===== config.mk =====
export PLATFORM = sky130hd
export DESIGN_NAME = cstx_timing_ctl
export DESIGN_NICKNAME = d
export VERILOG_FILES = /design/src/pkg/cstx_pkg.sv /design/src/rtl/cstx_timing_ctl.sv
export SDC_FILE = /design/constraint.sdc
export NUM_CORES = 2
export LEC_CHECK = 0
export BUFFER_PORTS_ARGS = -buffer_cell sky130_fd_sc_hd__buf_2
export CAP_MARGIN = 20
export CELL_PAD_IN_SITES_DETAIL_PLACEMENT = 0
export CELL_PAD_IN_SITES_GLOBAL_PLACEMENT = 1
export CORE_ASPECT_RATIO = 1.25
export CORE_MARGIN = 10
export CORE_UTILIZATION = 53
export CTS_CLUSTER_DIAMETER = 80
export DETAILED_ROUTE_END_ITERATION = 16
export PLACE_DENSITY_LB_ADDON = 0.1
export SETUP_SLACK_MARGIN = 0.1
export SYNTH_ARGS = -nofsm -noshare
export SYNTH_HDL_FRONTEND = slang
export SYNTH_SLANG_ARGS = --single-unit

===== constraint.sdc =====
create_clock -name clk -period 16.1 [get_ports clk]
set_input_delay 0 -clock clk [delete_from_list [all_inputs] [get_ports clk]]
set_output_delay 0 -clock clk [all_outputs]
set_load 0.05 [all_outputs]

===== src/pkg/cstx_pkg.sv =====
// package: register map, fields, timing defaults and types of the csi2 tx timing control
package cstx_pkg;
  localparam int NREG = 36;
  localparam int AW = 20;
  typedef logic [15:0] cstx_idx_t;
  // printed offsets are register indices; byte address is four times the index
  localparam cstx_idx_t REG_IDX [NREG] = '{
    16'h4820, 16'h4821, 16'h4822, 16'h4823, 16'h4824, 16'h4825, 16'h4826, 16'h4827,
    16'h4828, 16'h4829, 16'h482a, 16'h482b, 16'h482c, 16'h482d, 16'h482e, 16'h482f,
    16'h4830, 16'h4831, 16'h4832, 16'h4833, 16'h4837, 16'h4838, 16'h4839, 16'h483c,
    16'h483d, 16'h484a, 16'h484b, 16'h484c, 16'h484d, 16'h484e, 16'h484f, 16'h4850,
    16'h4851, 16'h4860, 16'h4861, 16'h4862};
  localparam logic [7:0] REG_RST [NREG] = '{
    8'h00, 8'h3c, 8'h00, 8'h3c, 8'h00, 8'h32, 8'h32, 8'h55, 8'h00, 8'h64, 8'h06, 8'h04,
    8'h00, 8'h00, 8'h34, 8'h00, 8'h00, 8'h64, 8'h00, 8'h08, 8'h1a, 8'h00, 8'h00, 8'h02,
    8'h00, 8'h27, 8'h07, 8'h03, 8'hb6, 8'h10, 8'h55, 8'h12, 8'h03, 8'h00, 8'h00, 8'h02};
  // implemented bits; the rest read as zero
  localparam logic [7:0] REG_MSK [NREG] = '{
    8'h03, 8'hff, 8'h03, 8'hff, 8'h03, 8'hff, 8'hff, 8'hff, 8'h03, 8'hff, 8'h3f, 8'h3f,
    8'h3f, 8'hff, 8'h3f, 8'h3f, 8'h3f, 8'hff, 8'h3f, 8'h3f, 8'hff, 8'hff, 8'hff, 8'h0f,
    8'hff, 8'h3f, 8'h07, 8'h78, 8'hff, 8'hff, 8'h03, 8'h77, 8'h77, 8'hff, 8'h02, 8'hff};
  localparam cstx_idx_t STAT_IDX = 16'h4863;
  // slots in the register file
  localparam int SL_CPOSTH = 0, SL_CPOSTL = 1, SL_CTRLH = 2, SL_CTRLL = 3, SL_LPXH = 4;
  localparam int SL_LPXL = 5, SL_DPMIN = 6, SL_DPMAX = 7, SL_EXITH = 8, SL_EXITL = 9;
  localparam int SL_DZU = 10, SL_DTU = 11, SL_CZU = 12, SL_CPU = 13, SL_CPOSTU = 14;
  localparam int SL_CTRLU = 15, SL_LPXU = 16, SL_DPU = 17, SL_EXITU = 18, SL_PERIOD = 20;
  localparam int SL_OVR01 = 21, SL_OVR23 = 22, SL_CPRE = 23, SL_OVRCK = 24, SL_SLEEP = 25;
  localparam int SL_START = 26, SL_TESTC = 27, SL_TPAT = 28, SL_FEDLY = 29, SL_CKPAT = 30;
  localparam int SL_MAP01 = 31, SL_MAP23 = 32, SL_TSEL = 33, SL_LPSEL = 34, SL_UIPER = 35;
  // field positions
  localparam int B_DPREP = 7, B_CPOST = 5, B_CTRAIL = 4, B_EXIT = 3, B_LPX = 1;
  localparam int B_LINE = 2, B_CLKST = 1, B_SOF = 0;
  localparam int B_SLPMAN = 2, B_SLPCK = 1, B_SLPDA = 0;
  localparam int B_PRBS = 5, B_FAST = 4, B_FCNT0 = 3;
  localparam int B_OSEL = 3, B_ODIR = 2, B_OP = 1, B_ON = 0;
  // nanosecond floors and ceilings used in automatic mode or with no register of their own
  localparam logic [9:0] AUTO_CPOST_NS = 10'h03c;
  localparam logic [9:0] AUTO_CTRAIL_NS = 10'h03c;
  localparam logic [9:0] AUTO_LPX_NS = 10'h032;
  localparam logic [9:0] AUTO_DPREP_NS = 10'h032;
  localparam logic [9:0] AUTO_DPMAX_NS = 10'h055;
  localparam logic [9:0] AUTO_EXIT_NS = 10'h064;
  localparam logic [9:0] DZERO_NS = 10'h070;
  localparam logic [9:0] DTRAIL_NS = 10'h03c;
  localparam logic [9:0] CZERO_NS = 10'h12c;
  localparam logic [9:0] CPREP_NS = 10'h026;
  localparam logic [9:0] CPMAX_NS = 10'h05f;
  localparam logic [1:0] RESP_OK = 2'h0;
  localparam logic [1:0] RESP_DEC = 2'h3;
  typedef enum logic [2:0] {DS_STOP, DS_LPX, DS_PREP, DS_ZERO, DS_HS, DS_TRAIL, DS_EXIT,
    DS_FEDLY} cstx_dstate_t;
  typedef enum logic [2:0] {CS_OFF, CS_PREP, CS_ZERO, CS_RUN, CS_POST, CS_TRAIL} cstx_cstate_t;
  typedef struct packed {
    logic [3:0] dir;
    logic [3:0] p;
    logic [3:0] n;
  } cstx_dlp_t;
  typedef struct packed {
    logic [1:0] dir;
    logic [1:0] p;
    logic [1:0] n;
  } cstx_clp_t;
  typedef struct packed {
    logic fast_only;
    logic prbs;
    logic frame_count_hold;
    logic [7:0] data_pattern;
    logic [1:0] clock_pattern;
  } cstx_test_t;
  typedef logic [3:0][2:0] cstx_map_t;
endpackage


===== src/rtl/cstx_timing_ctl.sv =====
// module: csi2 tx lane timing control with axi4-lite register access
//
// Decided for this implementation: the AXI4-Lite interface to the registers.
`timescale 1ns/1ps
`default_nettype none

// Functional notes
// - clock post lasts ns floor plus units
// - clock trail lasts ns floor plus units
// - low-power pulse lasts floor plus units
// - data prepare between floor and ceiling
// - fast exit lasts ns floor plus units
// - unit extensions for data zero, trail, clock zero
// - clock prepare nibbles give ceiling, floor units
// - double clock period converts ns to counts
// - data lane low-power manual override
// - clock lane low-power manual override
// - clock pre count before data start
// - sleep mode manual bus states
// - line begins on valid or buffer start
// - clock starts on frame start or reset
// - frame begins on valid or frame start
// - fast-only, prbs and frame count hold controls
// - data and clock lane test patterns
// - frame end delay is twice the field
// - per-lane three-bit source selection
// - select auto or programmed interval floors
// - select auto or programmed pulse floor
module cstx_timing_ctl
  import cstx_pkg::*;
(
  input wire logic clk, // 250 MHz system clock
  input wire logic sys_rst, // synchronous reset, high
  input wire logic [AW-1:0] s_axi_awaddr, // write address
  input wire logic s_axi_awvalid, // write address valid
  output logic s_axi_awready, // write address ready
  input wire logic [31:0] s_axi_wdata, // write data
  input wire logic [3:0] s_axi_wstrb, // write strobes
  input wire logic s_axi_wvalid, // write data valid
  output logic s_axi_wready, // write data ready
  output logic [1:0] s_axi_bresp, // write response
  output logic s_axi_bvalid, // write response valid
  input wire logic s_axi_bready, // write response ready
  input wire logic [AW-1:0] s_axi_araddr, // read address
  input wire logic s_axi_arvalid, // read address valid
  output logic s_axi_arready, // read address ready
  output logic [31:0] s_axi_rdata, // read data
  output logic [1:0] s_axi_rresp, // read response
  output logic s_axi_rvalid, // read data valid
  input wire logic s_axi_rready, // read data ready
  input wire logic double_pixel_clock, // timing base, sampled
  input wire logic frame_start_in, // start-of-frame event
  input wire logic line_valid_in, // horizontal-valid marker
  input wire logic buffer_start_indication, // internal buffer start
  input wire logic frame_last_in, // last packet of frame sent
  input wire logic sleep_in, // sleep mode
  output cstx_dlp_t data_lp, // data lane low-power pins
  output cstx_clp_t clock_lp, // clock lane low-power pins
  output logic data_hs_active, // data lanes in high speed
  output logic clock_hs_active, // clock lane in high speed
  output logic frame_end_pulse, // frame-end packet may go
  output cstx_map_t lane_src, // physical lane sources
  output cstx_test_t test_ctl // test controls
);

  // ****************************************
  // input synchronisers and edges
  // ****************************************
  logic [5:0] pin_s1_q, pin_s2_q, pin_s3_q;
  logic tick, sof_rise, href_rise, href_now, bufst_rise, fend_rise, sleep_now;

  // two flops before any use; third flop only for edge finding
  always_ff @(posedge clk) begin
    if (sys_rst) begin
      pin_s1_q <= '0;
      pin_s2_q <= '0;
      pin_s3_q <= '0;
    end else begin
      pin_s1_q <= {sleep_in, frame_last_in, buffer_start_indication, line_valid_in,
        frame_start_in, double_pixel_clock};
      pin_s2_q <= pin_s1_q;
      pin_s3_q <= pin_s2_q;
    end
  end

  assign tick = pin_s2_q[0] & ~pin_s3_q[0];
  assign sof_rise = pin_s2_q[1] & ~pin_s3_q[1];
  assign href_rise = pin_s2_q[2] & ~pin_s3_q[2];
  assign href_now = pin_s2_q[2];
  assign bufst_rise = pin_s2_q[3] & ~pin_s3_q[3];
  assign fend_rise = pin_s2_q[4] & ~pin_s3_q[4];
  assign sleep_now = pin_s2_q[5];

  // ****************************************
  // functions
  // ****************************************
  function automatic logic [6:0] find_slot(input logic [AW-1:0] a);
    logic [6:0] r;
    r = '0;
    for (int i = 0; i < NREG; i++) begin
      if (a[AW-1:2] == 18'(REG_IDX[i])) r = {1'b1, 6'(i)};
    end
    return r;
  endfunction

  // duration in half nanoseconds: floor plus units times unit interval
  function automatic logic [15:0] half_ns(input logic [9:0] ns, input logic [5:0] u,
      input logic [7:0] ui);
    return 16'({ns, 1'b0}) + 16'(u) * 16'(ui);
  endfunction

  function automatic logic [15:0] lesser(input logic [15:0] a, input logic [15:0] b);
    return (a > b) ? b : a;
  endfunction

  // true on the tick that brings the elapsed time up to the target
  function automatic logic elapsed(input logic [15:0] acc, input logic [15:0] tgt,
      input logic [7:0] per);
    return (17'(acc) + 17'(per)) >= 17'(tgt);
  endfunction

  // ****************************************
  // register file and axi4-lite slave
  // ****************************************
  logic [7:0] rf_q [NREG];
  logic [AW-1:0] awaddr_q;
  logic [7:0] wbyte_q;
  logic aw_have_q, w_have_q, wstb_q;
  logic [6:0] wslot, rslot;
  logic wr_go;
  logic [7:0] status;
  cstx_dstate_t dst_q;
  cstx_cstate_t cst_q;
  logic frame_on_q;

  assign wslot = find_slot(awaddr_q);
  assign rslot = find_slot(s_axi_araddr);
  assign wr_go = aw_have_q & w_have_q & ~s_axi_bvalid;
  assign status = {4'h0, sleep_now, frame_on_q, cst_q == CS_RUN, dst_q == DS_HS};

  // write channels are taken in either order; response after both
  always_ff @(posedge clk) begin
    if (sys_rst) begin
      s_axi_awready <= 1'b1;
      s_axi_wready <= 1'b1;
      s_axi_bvalid <= 1'b0;
      s_axi_bresp <= RESP_OK;
      aw_have_q <= 1'b0;
      w_have_q <= 1'b0;
      awaddr_q <= '0;
      wbyte_q <= '0;
      wstb_q <= 1'b0;
    end else begin
      if (s_axi_awvalid && s_axi_awready) begin
        awaddr_q <= s_axi_awaddr;
        aw_have_q <= 1'b1;
        s_axi_awready <= 1'b0;
      end
      if (s_axi_wvalid && s_axi_wready) begin
        wbyte_q <= s_axi_wdata[7:0];
        wstb_q <= s_axi_wstrb[0];
        w_have_q <= 1'b1;
        s_axi_wready <= 1'b0;
      end
      if (wr_go) begin
        aw_have_q <= 1'b0;
        w_have_q <= 1'b0;
        s_axi_bvalid <= 1'b1;
        s_axi_bresp <= (wslot[6] || awaddr_q[AW-1:2] == 18'(STAT_IDX)) ? RESP_OK : RESP_DEC;
      end
      if (s_axi_bvalid && s_axi_bready) begin
        s_axi_bvalid <= 1'b0;
        s_axi_awready <= 1'b1;
        s_axi_wready <= 1'b1;
      end
    end
  end

  // only byte lane 0 carries data; status is read-only
  always_ff @(posedge clk) begin
    if (sys_rst) begin
      for (int i = 0; i < NREG; i++) rf_q[i] <= REG_RST[i];
    end else if (wr_go && wslot[6] && wstb_q) begin
      rf_q[wslot[5:0]] <= wbyte_q & REG_MSK[wslot[5:0]];
    end
  end

  // one read at a time, answered the cycle after the address is taken
  always_ff @(posedge clk) begin
    if (sys_rst) begin
      s_axi_arready <= 1'b1;
      s_axi_rvalid <= 1'b0;
      s_axi_rdata <= '0;
      s_axi_rresp <= RESP_OK;
    end else if (s_axi_arvalid && s_axi_arready) begin
      s_axi_arready <= 1'b0;
      s_axi_rvalid <= 1'b1;
      s_axi_rresp <= RESP_OK;
      if (rslot[6]) begin
        s_axi_rdata <= {24'h0, rf_q[rslot[5:0]] & REG_MSK[rslot[5:0]]};
      end else if (s_axi_araddr[AW-1:2] == 18'(STAT_IDX)) begin
        s_axi_rdata <= {24'h0, status};
      end else begin
        s_axi_rdata <= '0;
        s_axi_rresp <= RESP_DEC;
      end
    end else if (s_axi_rvalid && s_axi_rready) begin
      s_axi_rvalid <= 1'b0;
      s_axi_arready <= 1'b1;
    end
  end

  // ****************************************
  // interval targets in half nanoseconds
  // ****************************************
  logic [7:0] ui, per, sel;
  logic [15:0] t_cpost, t_ctrail, t_lpx, t_dprep, t_exit, t_dzero, t_dtrail, t_czero, t_cprep;

  assign ui = rf_q[SL_UIPER];
  assign per = rf_q[SL_PERIOD];
  assign sel = rf_q[SL_TSEL];
  assign t_cpost = half_ns(sel[B_CPOST] ? {rf_q[SL_CPOSTH][1:0], rf_q[SL_CPOSTL]}
    : AUTO_CPOST_NS, rf_q[SL_CPOSTU][5:0], ui);
  assign t_ctrail = half_ns(sel[B_CTRAIL] ? {rf_q[SL_CTRLH][1:0], rf_q[SL_CTRLL]}
    : AUTO_CTRAIL_NS, rf_q[SL_CTRLU][5:0], ui);
  assign t_lpx = half_ns(rf_q[SL_LPSEL][B_LPX] ? {rf_q[SL_LPXH][1:0], rf_q[SL_LPXL]}
    : AUTO_LPX_NS, rf_q[SL_LPXU][5:0], ui);
  // prepare aims at its floor but never beyond its ceiling
  assign t_dprep = lesser(
    half_ns(sel[B_DPREP] ? {2'h0, rf_q[SL_DPMIN]} : AUTO_DPREP_NS,
      {2'h0, rf_q[SL_DPU][3:0]}, ui),
    half_ns(sel[B_DPREP] ? {2'h0, rf_q[SL_DPMAX]} : AUTO_DPMAX_NS,
      {2'h0, rf_q[SL_DPU][7:4]}, ui));
  assign t_exit = half_ns(sel[B_EXIT] ? {rf_q[SL_EXITH][1:0], rf_q[SL_EXITL]}
    : AUTO_EXIT_NS, rf_q[SL_EXITU][5:0], ui);
  assign t_dzero = half_ns(DZERO_NS, rf_q[SL_DZU][5:0], ui);
  assign t_dtrail = half_ns(DTRAIL_NS, rf_q[SL_DTU][5:0], ui);
  assign t_czero = half_ns(CZERO_NS, rf_q[SL_CZU][5:0], ui);
  assign t_cprep = lesser(half_ns(CPREP_NS, {2'h0, rf_q[SL_CPU][3:0]}, ui),
    half_ns(CPMAX_NS, {2'h0, rf_q[SL_CPU][7:4]}, ui));

  // ****************************************
  // frame and line sequencing
  // ****************************************
  logic [15:0] dacc_q, cacc_q, d_tgt, c_tgt;
  logic d_done, c_done, line_req_q, fend_q, clk_want, line_go, d_start, fe_done;
  logic [3:0] cpre_q;
  logic [8:0] fcnt_q;

  assign line_go = rf_q[SL_START][B_LINE] ? bufst_rise : href_rise;
  assign clk_want = rf_q[SL_START][B_CLKST] | frame_on_q;
  assign d_start = tick && line_req_q && frame_on_q && cst_q == CS_RUN
    && cpre_q >= rf_q[SL_CPRE][3:0];
  assign fe_done = tick && fcnt_q >= {rf_q[SL_FEDLY], 1'b0};

  always_comb begin
    unique case (dst_q)
      DS_LPX: d_tgt = t_lpx;
      DS_PREP: d_tgt = t_dprep;
      DS_ZERO: d_tgt = t_dzero;
      DS_TRAIL: d_tgt = t_dtrail;
      DS_EXIT: d_tgt = t_exit;
      DS_STOP, DS_HS, DS_FEDLY: d_tgt = '0;
    endcase
    unique case (cst_q)
      CS_PREP: c_tgt = t_cprep;
      CS_ZERO: c_tgt = t_czero;
      CS_POST: c_tgt = t_cpost;
      CS_TRAIL: c_tgt = t_ctrail;
      default: c_tgt = '0;
    endcase
  end

  // counting in whole ticks until the target is reached rounds up
  assign d_done = tick && elapsed(dacc_q, d_tgt, per);
  assign c_done = tick && elapsed(cacc_q, c_tgt, per);

  // frame and line flags; a new event wins over its clear
  always_ff @(posedge clk) begin
    if (sys_rst) begin
      frame_on_q <= 1'b0;
      line_req_q <= 1'b0;
      fend_q <= 1'b0;
    end else begin
      if (dst_q == DS_FEDLY && fe_done) frame_on_q <= 1'b0;
      if (rf_q[SL_START][B_SOF] ? sof_rise : href_rise) frame_on_q <= 1'b1;
      if (d_start) line_req_q <= 1'b0;
      if (line_go) line_req_q <= 1'b1;
      if (dst_q != DS_FEDLY && fcnt_q == '0 && tick && (dst_q == DS_STOP || dst_q == DS_EXIT))
        fend_q <= fend_q & ~(dst_q == DS_STOP || d_done);
      if (fend_rise) fend_q <= 1'b1;
    end
  end

  // data lane sequence: lpx, prepare, zero, payload, trail, exit
  always_ff @(posedge clk) begin
    if (sys_rst) begin
      dst_q <= DS_STOP;
      dacc_q <= '0;
      fcnt_q <= '0;
    end else begin
      dacc_q <= tick ? dacc_q + 16'(per) : dacc_q;
      unique case (dst_q)
        DS_STOP: begin
          dacc_q <= '0;
          if (fend_q && tick) dst_q <= DS_FEDLY;
          else if (d_start) dst_q <= DS_LPX;
        end
        DS_LPX: if (d_done) dst_q <= DS_PREP;
        DS_PREP: if (d_done) dst_q <= DS_ZERO;
        DS_ZERO: if (d_done) dst_q <= DS_HS;
        DS_HS: if (tick && !href_now) dst_q <= DS_TRAIL;
        DS_TRAIL: if (d_done) dst_q <= DS_EXIT;
        DS_EXIT: if (d_done) dst_q <= fend_q ? DS_FEDLY : DS_STOP;
        DS_FEDLY: begin
          fcnt_q <= tick ? fcnt_q + 9'h1 : fcnt_q;
          if (fe_done) begin
            dst_q <= DS_STOP;
            fcnt_q <= '0;
          end
        end
      endcase
      if (d_done || (dst_q == DS_HS && tick && !href_now)) dacc_q <= '0;
    end
  end

  // clock lane: start per selection, stop only when started by frames
  always_ff @(posedge clk) begin
    if (sys_rst) begin
      cst_q <= CS_OFF;
      cacc_q <= '0;
      cpre_q <= '0;
    end else begin
      cacc_q <= (c_done || cst_q == CS_OFF || cst_q == CS_RUN) ? '0
        : (tick ? cacc_q + 16'(per) : cacc_q);
      if (cst_q != CS_RUN) cpre_q <= '0;
      else if (tick && cpre_q != 4'hf) cpre_q <= cpre_q + 4'h1;
      unique case (cst_q)
        CS_OFF: if (clk_want && tick) cst_q <= CS_PREP;
        CS_PREP: if (c_done) cst_q <= CS_ZERO;
        CS_ZERO: if (c_done) cst_q <= CS_RUN;
        CS_RUN: if (!clk_want && dst_q == DS_STOP && tick) cst_q <= CS_POST;
        CS_POST: if (c_done) cst_q <= CS_TRAIL;
        CS_TRAIL: if (c_done) cst_q <= CS_OFF;
        default: cst_q <= CS_OFF;
      endcase
    end
  end

  // ****************************************
  // pin and control outputs
  // ****************************************
  logic auto_dp, auto_dn, auto_cl;
  cstx_dlp_t dlp_d;
  cstx_clp_t clp_d;

  // stop state, exit and frame-end delay drive lp-11, lpx drives lp-01, the rest lp-00
  always_comb begin
    logic [3:0] nib;
    nib = '0;
    auto_dp = dst_q == DS_STOP || dst_q == DS_EXIT || dst_q == DS_FEDLY;
    auto_dn = auto_dp || dst_q == DS_LPX;
    auto_cl = cst_q == CS_OFF;
    if (sleep_now) begin
      auto_dp = rf_q[SL_SLEEP][B_SLPMAN] ? rf_q[SL_SLEEP][B_SLPDA] : 1'b1;
      auto_dn = auto_dp;
      auto_cl = rf_q[SL_SLEEP][B_SLPMAN] ? rf_q[SL_SLEEP][B_SLPCK] : 1'b1;
    end
    for (int i = 0; i < 4; i++) begin
      nib = 4'(rf_q[i < 2 ? SL_OVR01 : SL_OVR23] >> (i[0] ? 0 : 4));
      dlp_d.dir[i] = nib[B_OSEL] ? nib[B_ODIR] : 1'b1;
      dlp_d.p[i] = nib[B_OSEL] ? nib[B_OP] : auto_dp;
      dlp_d.n[i] = nib[B_OSEL] ? nib[B_ON] : auto_dn;
    end
    for (int i = 0; i < 2; i++) begin
      nib = 4'(rf_q[SL_OVRCK] >> (i[0] ? 0 : 4));
      clp_d.dir[i] = nib[B_OSEL] ? nib[B_ODIR] : 1'b1;
      clp_d.p[i] = nib[B_OSEL] ? nib[B_OP] : auto_cl;
      clp_d.n[i] = nib[B_OSEL] ? nib[B_ON] : auto_cl;
    end
  end

  // every output leaves from a flop
  always_ff @(posedge clk) begin
    if (sys_rst) begin
      data_lp <= '0;
      clock_lp <= '0;
      data_hs_active <= 1'b0;
      clock_hs_active <= 1'b0;
      frame_end_pulse <= 1'b0;
      lane_src <= '0;
      test_ctl <= '0;
    end else begin
      data_lp <= dlp_d;
      clock_lp <= clp_d;
      data_hs_active <= dst_q == DS_HS;
      clock_hs_active <= cst_q == CS_ZERO || cst_q == CS_RUN || cst_q == CS_POST;
      frame_end_pulse <= dst_q == DS_FEDLY && fe_done;
      lane_src <= {rf_q[SL_MAP23][6:4], rf_q[SL_MAP23][2:0],
        rf_q[SL_MAP01][6:4], rf_q[SL_MAP01][2:0]};
      test_ctl <= {rf_q[SL_TESTC][B_FAST], rf_q[SL_TESTC][B_PRBS], rf_q[SL_TESTC][B_FCNT0],
        rf_q[SL_TPAT], rf_q[SL_CKPAT][1:0]};
    end
  end

  // ticks spent in the current data state, for duration checks only
  logic [7:0] d_ticks_q;
  cstx_dstate_t dst_prev_q;
  always_ff @(posedge clk) begin
    if (sys_rst) begin
      d_ticks_q <= '0;
      dst_prev_q <= DS_STOP;
    end else begin
      dst_prev_q <= dst_q;
      d_ticks_q <= (dst_q != dst_prev_q) ? 8'(tick) : d_ticks_q + 8'(tick);
    end
  end
endmodule

`default_nettype wire

==> run summary <==
Arr. time, crit path = 9850 ps
largest net degree at the start of global routing = 70
fraction of layout cells with a size suffix above 1 = 7.00%
IO Pins = 176
Fin Setup TNS = 0 ps
CTS clk-pin slew, worst paths = 60 ps
Starting Density = 53.4%
post-synthesis sequential area ratio = 30.1%
dpl cell area = 0.0419 mm2
RSZ-0062 raised after global routing = false
HP Class = in -> reg
# fillers = 6884
Synth Area per Inst = 9.24 um2
fin cells = 5490
antenna violations before repair = 1
Placement Setup Slack = 6820 ps
Netlist cell types = 96
fmax = 0.107 GHz
height of the die = 329 um
Slowest cell on crit path = buf_4
FF-to-FF Start = rf_q[35][2]
Setup crit end = dacc_q[2]
xor and xnor area share after synthesis = 3.13%
Crit Path Category = reg -> reg
Most common cell on crit path = o21ai_0
Setup crit end kind = flop
drt drc = 0
Synth Area in Simple Gates = 18.5%
Worst-Margin Slew = 1230 ps
Synth top cells by count = nand2_1, inv_1, ha_1, nor2_1, edfxtp_1
nets = 5254
VDD IR max = 0.101 mV
number of synthesized register bits = 461
Max Root-Sink Buffers = 3
total CTS buffers = 46
drt total wl = 123000 um
Skew-Pair Late Insertion Delay = 600 ps
max incr delay on CP = 700 ps
area fraction of the dominant cell type after synthesis = 22.2%
DRT antenna net count = 0
instance count on the critical path = 34
post-synthesis mux area share = 4.66%
Crit Path Max Fanout = 59
post-synth top area cell = edfxtp_1
die area = 0.0881 mm2
top_reg_cell synth = edfxtp_1
Finished Cell Area = 0.0441 mm2
deepest level of the CTS H-tree = 2
Buffers on Ports = 120
Pre-antenna DRT Iters = 5
CTS Sinks = 461
wire per inst = 22.5 um
CP Launch Type = flop
FF-to-FF End = dacc_q[2]
FP Rows = 113
Slew HR = 17.8%
final setup fails = 0
drt first-iter violations = 2324
first-pass GRT wire length = 191000 um
R2R Setup Slk = 6760 ps
Max-cap violations = 0
final hold violations = 0
post-route setup slack = 6760 ps
Cells after Synth = 4390
Slew Viols, Final = 0
Synth area leaders = edfxtp_1, fa_1, ha_1
WHS = 177 ps
hold-fix buffers at CTS = 69
via/cell ratio = 5.82
Synth Area in Adders = 26.4%
# resized after CTS = 0
synthesis-to-layout area growth = 8.58%
GRT Util Overall = 28.2%
PD cells = 81.4 mW/mm2
asr flop ratio synth = 0%
top-count cell post-synth = nand2_1
clock root buffer = clkbuf_16
minimum clock period = 9340 ps
Compound-Gate Fraction of Synth Area = 10.4%
global route overflow = 0
width of the chip = 267 um
cells on worst reg2reg path = 34
hold depth = 4
Synth Warn # = 0
Routability Congestion = 0.941
CP bufs+invs = 4
combinational family with the most area after synthesis = adder cells
Final Skew = 24.4 ps
placed instance count = 5337
detailed-route via count = 31.9k
vias in the first global route = 32.6k
outcome = completed
DP HPWL = 92500 um
core area = 0.0759 mm2
Final Cycle Share = 58.0%
CTS tree = done
Post-synth EDFFs = 300
Top delay family on crit path = compound AO/OA/AOI/OAI gates
buffer count from post-CTS setup fixing = 0
Syn Std Cell Area = 0.0406 mm2
worst setup path startpoint = rf_q[35][2]
CP required = 16610 ps
Static Leakage = 19.7 nW
area by class of cell:
type	instances	area, um2	share of cell area [%]
timing repair buffer	233	1620	3.69
antenna	1	2.50	0.00568
tap	977	1220	2.77
multi-input combinational	3324	25900	58.9
inverter	411	1550	3.51
sequential	461	12200	27.8
clock inverter	25	200	0.454
clock buffer	58	1300	2.95
where the power goes:
group	total, mW	switching (mW)	internal, mW
sequential	1.35	0.0485	1.30
combinational	1.15	0.701	0.451
clock	1.08	0.490	0.594
flip-flops by register name, indices dropped and copies added, names as in the netlist, 3 cells and up:
register and count:
rf_q 300, wbyte_q 8, s_axi_rdata 8, cacc_q 16
cst_q 3, pin_s1_q 6, fcnt_q 9, clock_lp 6
dst_q 3, dacc_q 16, pin_s3_q 5, data_lp 12
awaddr_q 18, pin_s2_q 6, cpre_q 4, lane_src 12
test_ctl 13
cells in the final DEF, fill, tap and decap left out, drive strengths merged, types with 17 or more instances in the layout:
master       count
a211oi          29
a21o            40
a21oi          210
and2           228
and3            19
buf            164
clkbuf          58
clkinv          18
conb            64
dfxtp          161
dlygate4sd3     69
edfxtp         300
fa             281
ha             407
inv            415
mux2            29
mux2i          138
nand2          614
nand2b          43
nand3           63
nand4           22
nor2           373
nor2b           83
nor3            85
o21a            21
o21ai          124
o21bai          26
o221ai          17
o22ai           41
xnor2           93
xor2            52
worst reg2reg max path, delay by kind of cell (launching register included):
family | cells | cell delay, ps
fa+ha+maj | 6 | 2390
simple gates | 5 | 1050
compound gates | 18 | 4070
buf+inv | 4 | 1160
flops | 1 | 320
mux | 1 | 270
per-layer routing:
metal  vias to the layer above  track usage [%]  wire [um]
met5                         -                0          0
met4                         0             12.9       6350
met3                       254             3.91       7800
met2                      1044             49.0      60000
met1                     15728             34.2      49300
li1                      14907                -          -
kinds of logic (layout without fill, tap and decap cells):
family                   count (synthesis)  count (layout)
flip-flops                             461             461
multiplexers                           175             175
AO/OA/AOI/OAI                          651             651
AND/OR/NAND/NOR                       1601            1601
adder cells (fa/ha/maj)                688             688
other                                    1              65
buffers and inverters                  668             727
XOR/XNOR                               145             145
how the worst min path moves through the flow:
stage | start | end | slack [ps]
after floorplan | s_axi_awvalid | s_axi_awready | 100
after global placement | s_axi_awvalid | s_axi_awready | 210
after detailed placement | double_pixel_clock | pin_s1_q[0] | 210
after CTS | s_axi_wdata[1] | wbyte_q[1] | 150
after global routing | s_axi_wdata[1] | wbyte_q[1] | 190
final | s_axi_wdata[0] | wbyte_q[0] | 180
stage by stage:
stage	utilization, %	power (mW)
floorplan	-	2.19
global placement	55.1	2.50
detailed placement	55.1	2.51
CTS	58.0	3.60
global route	58.0	3.78
finish	58.0	3.59
Power figures use the tool's default switching activity.
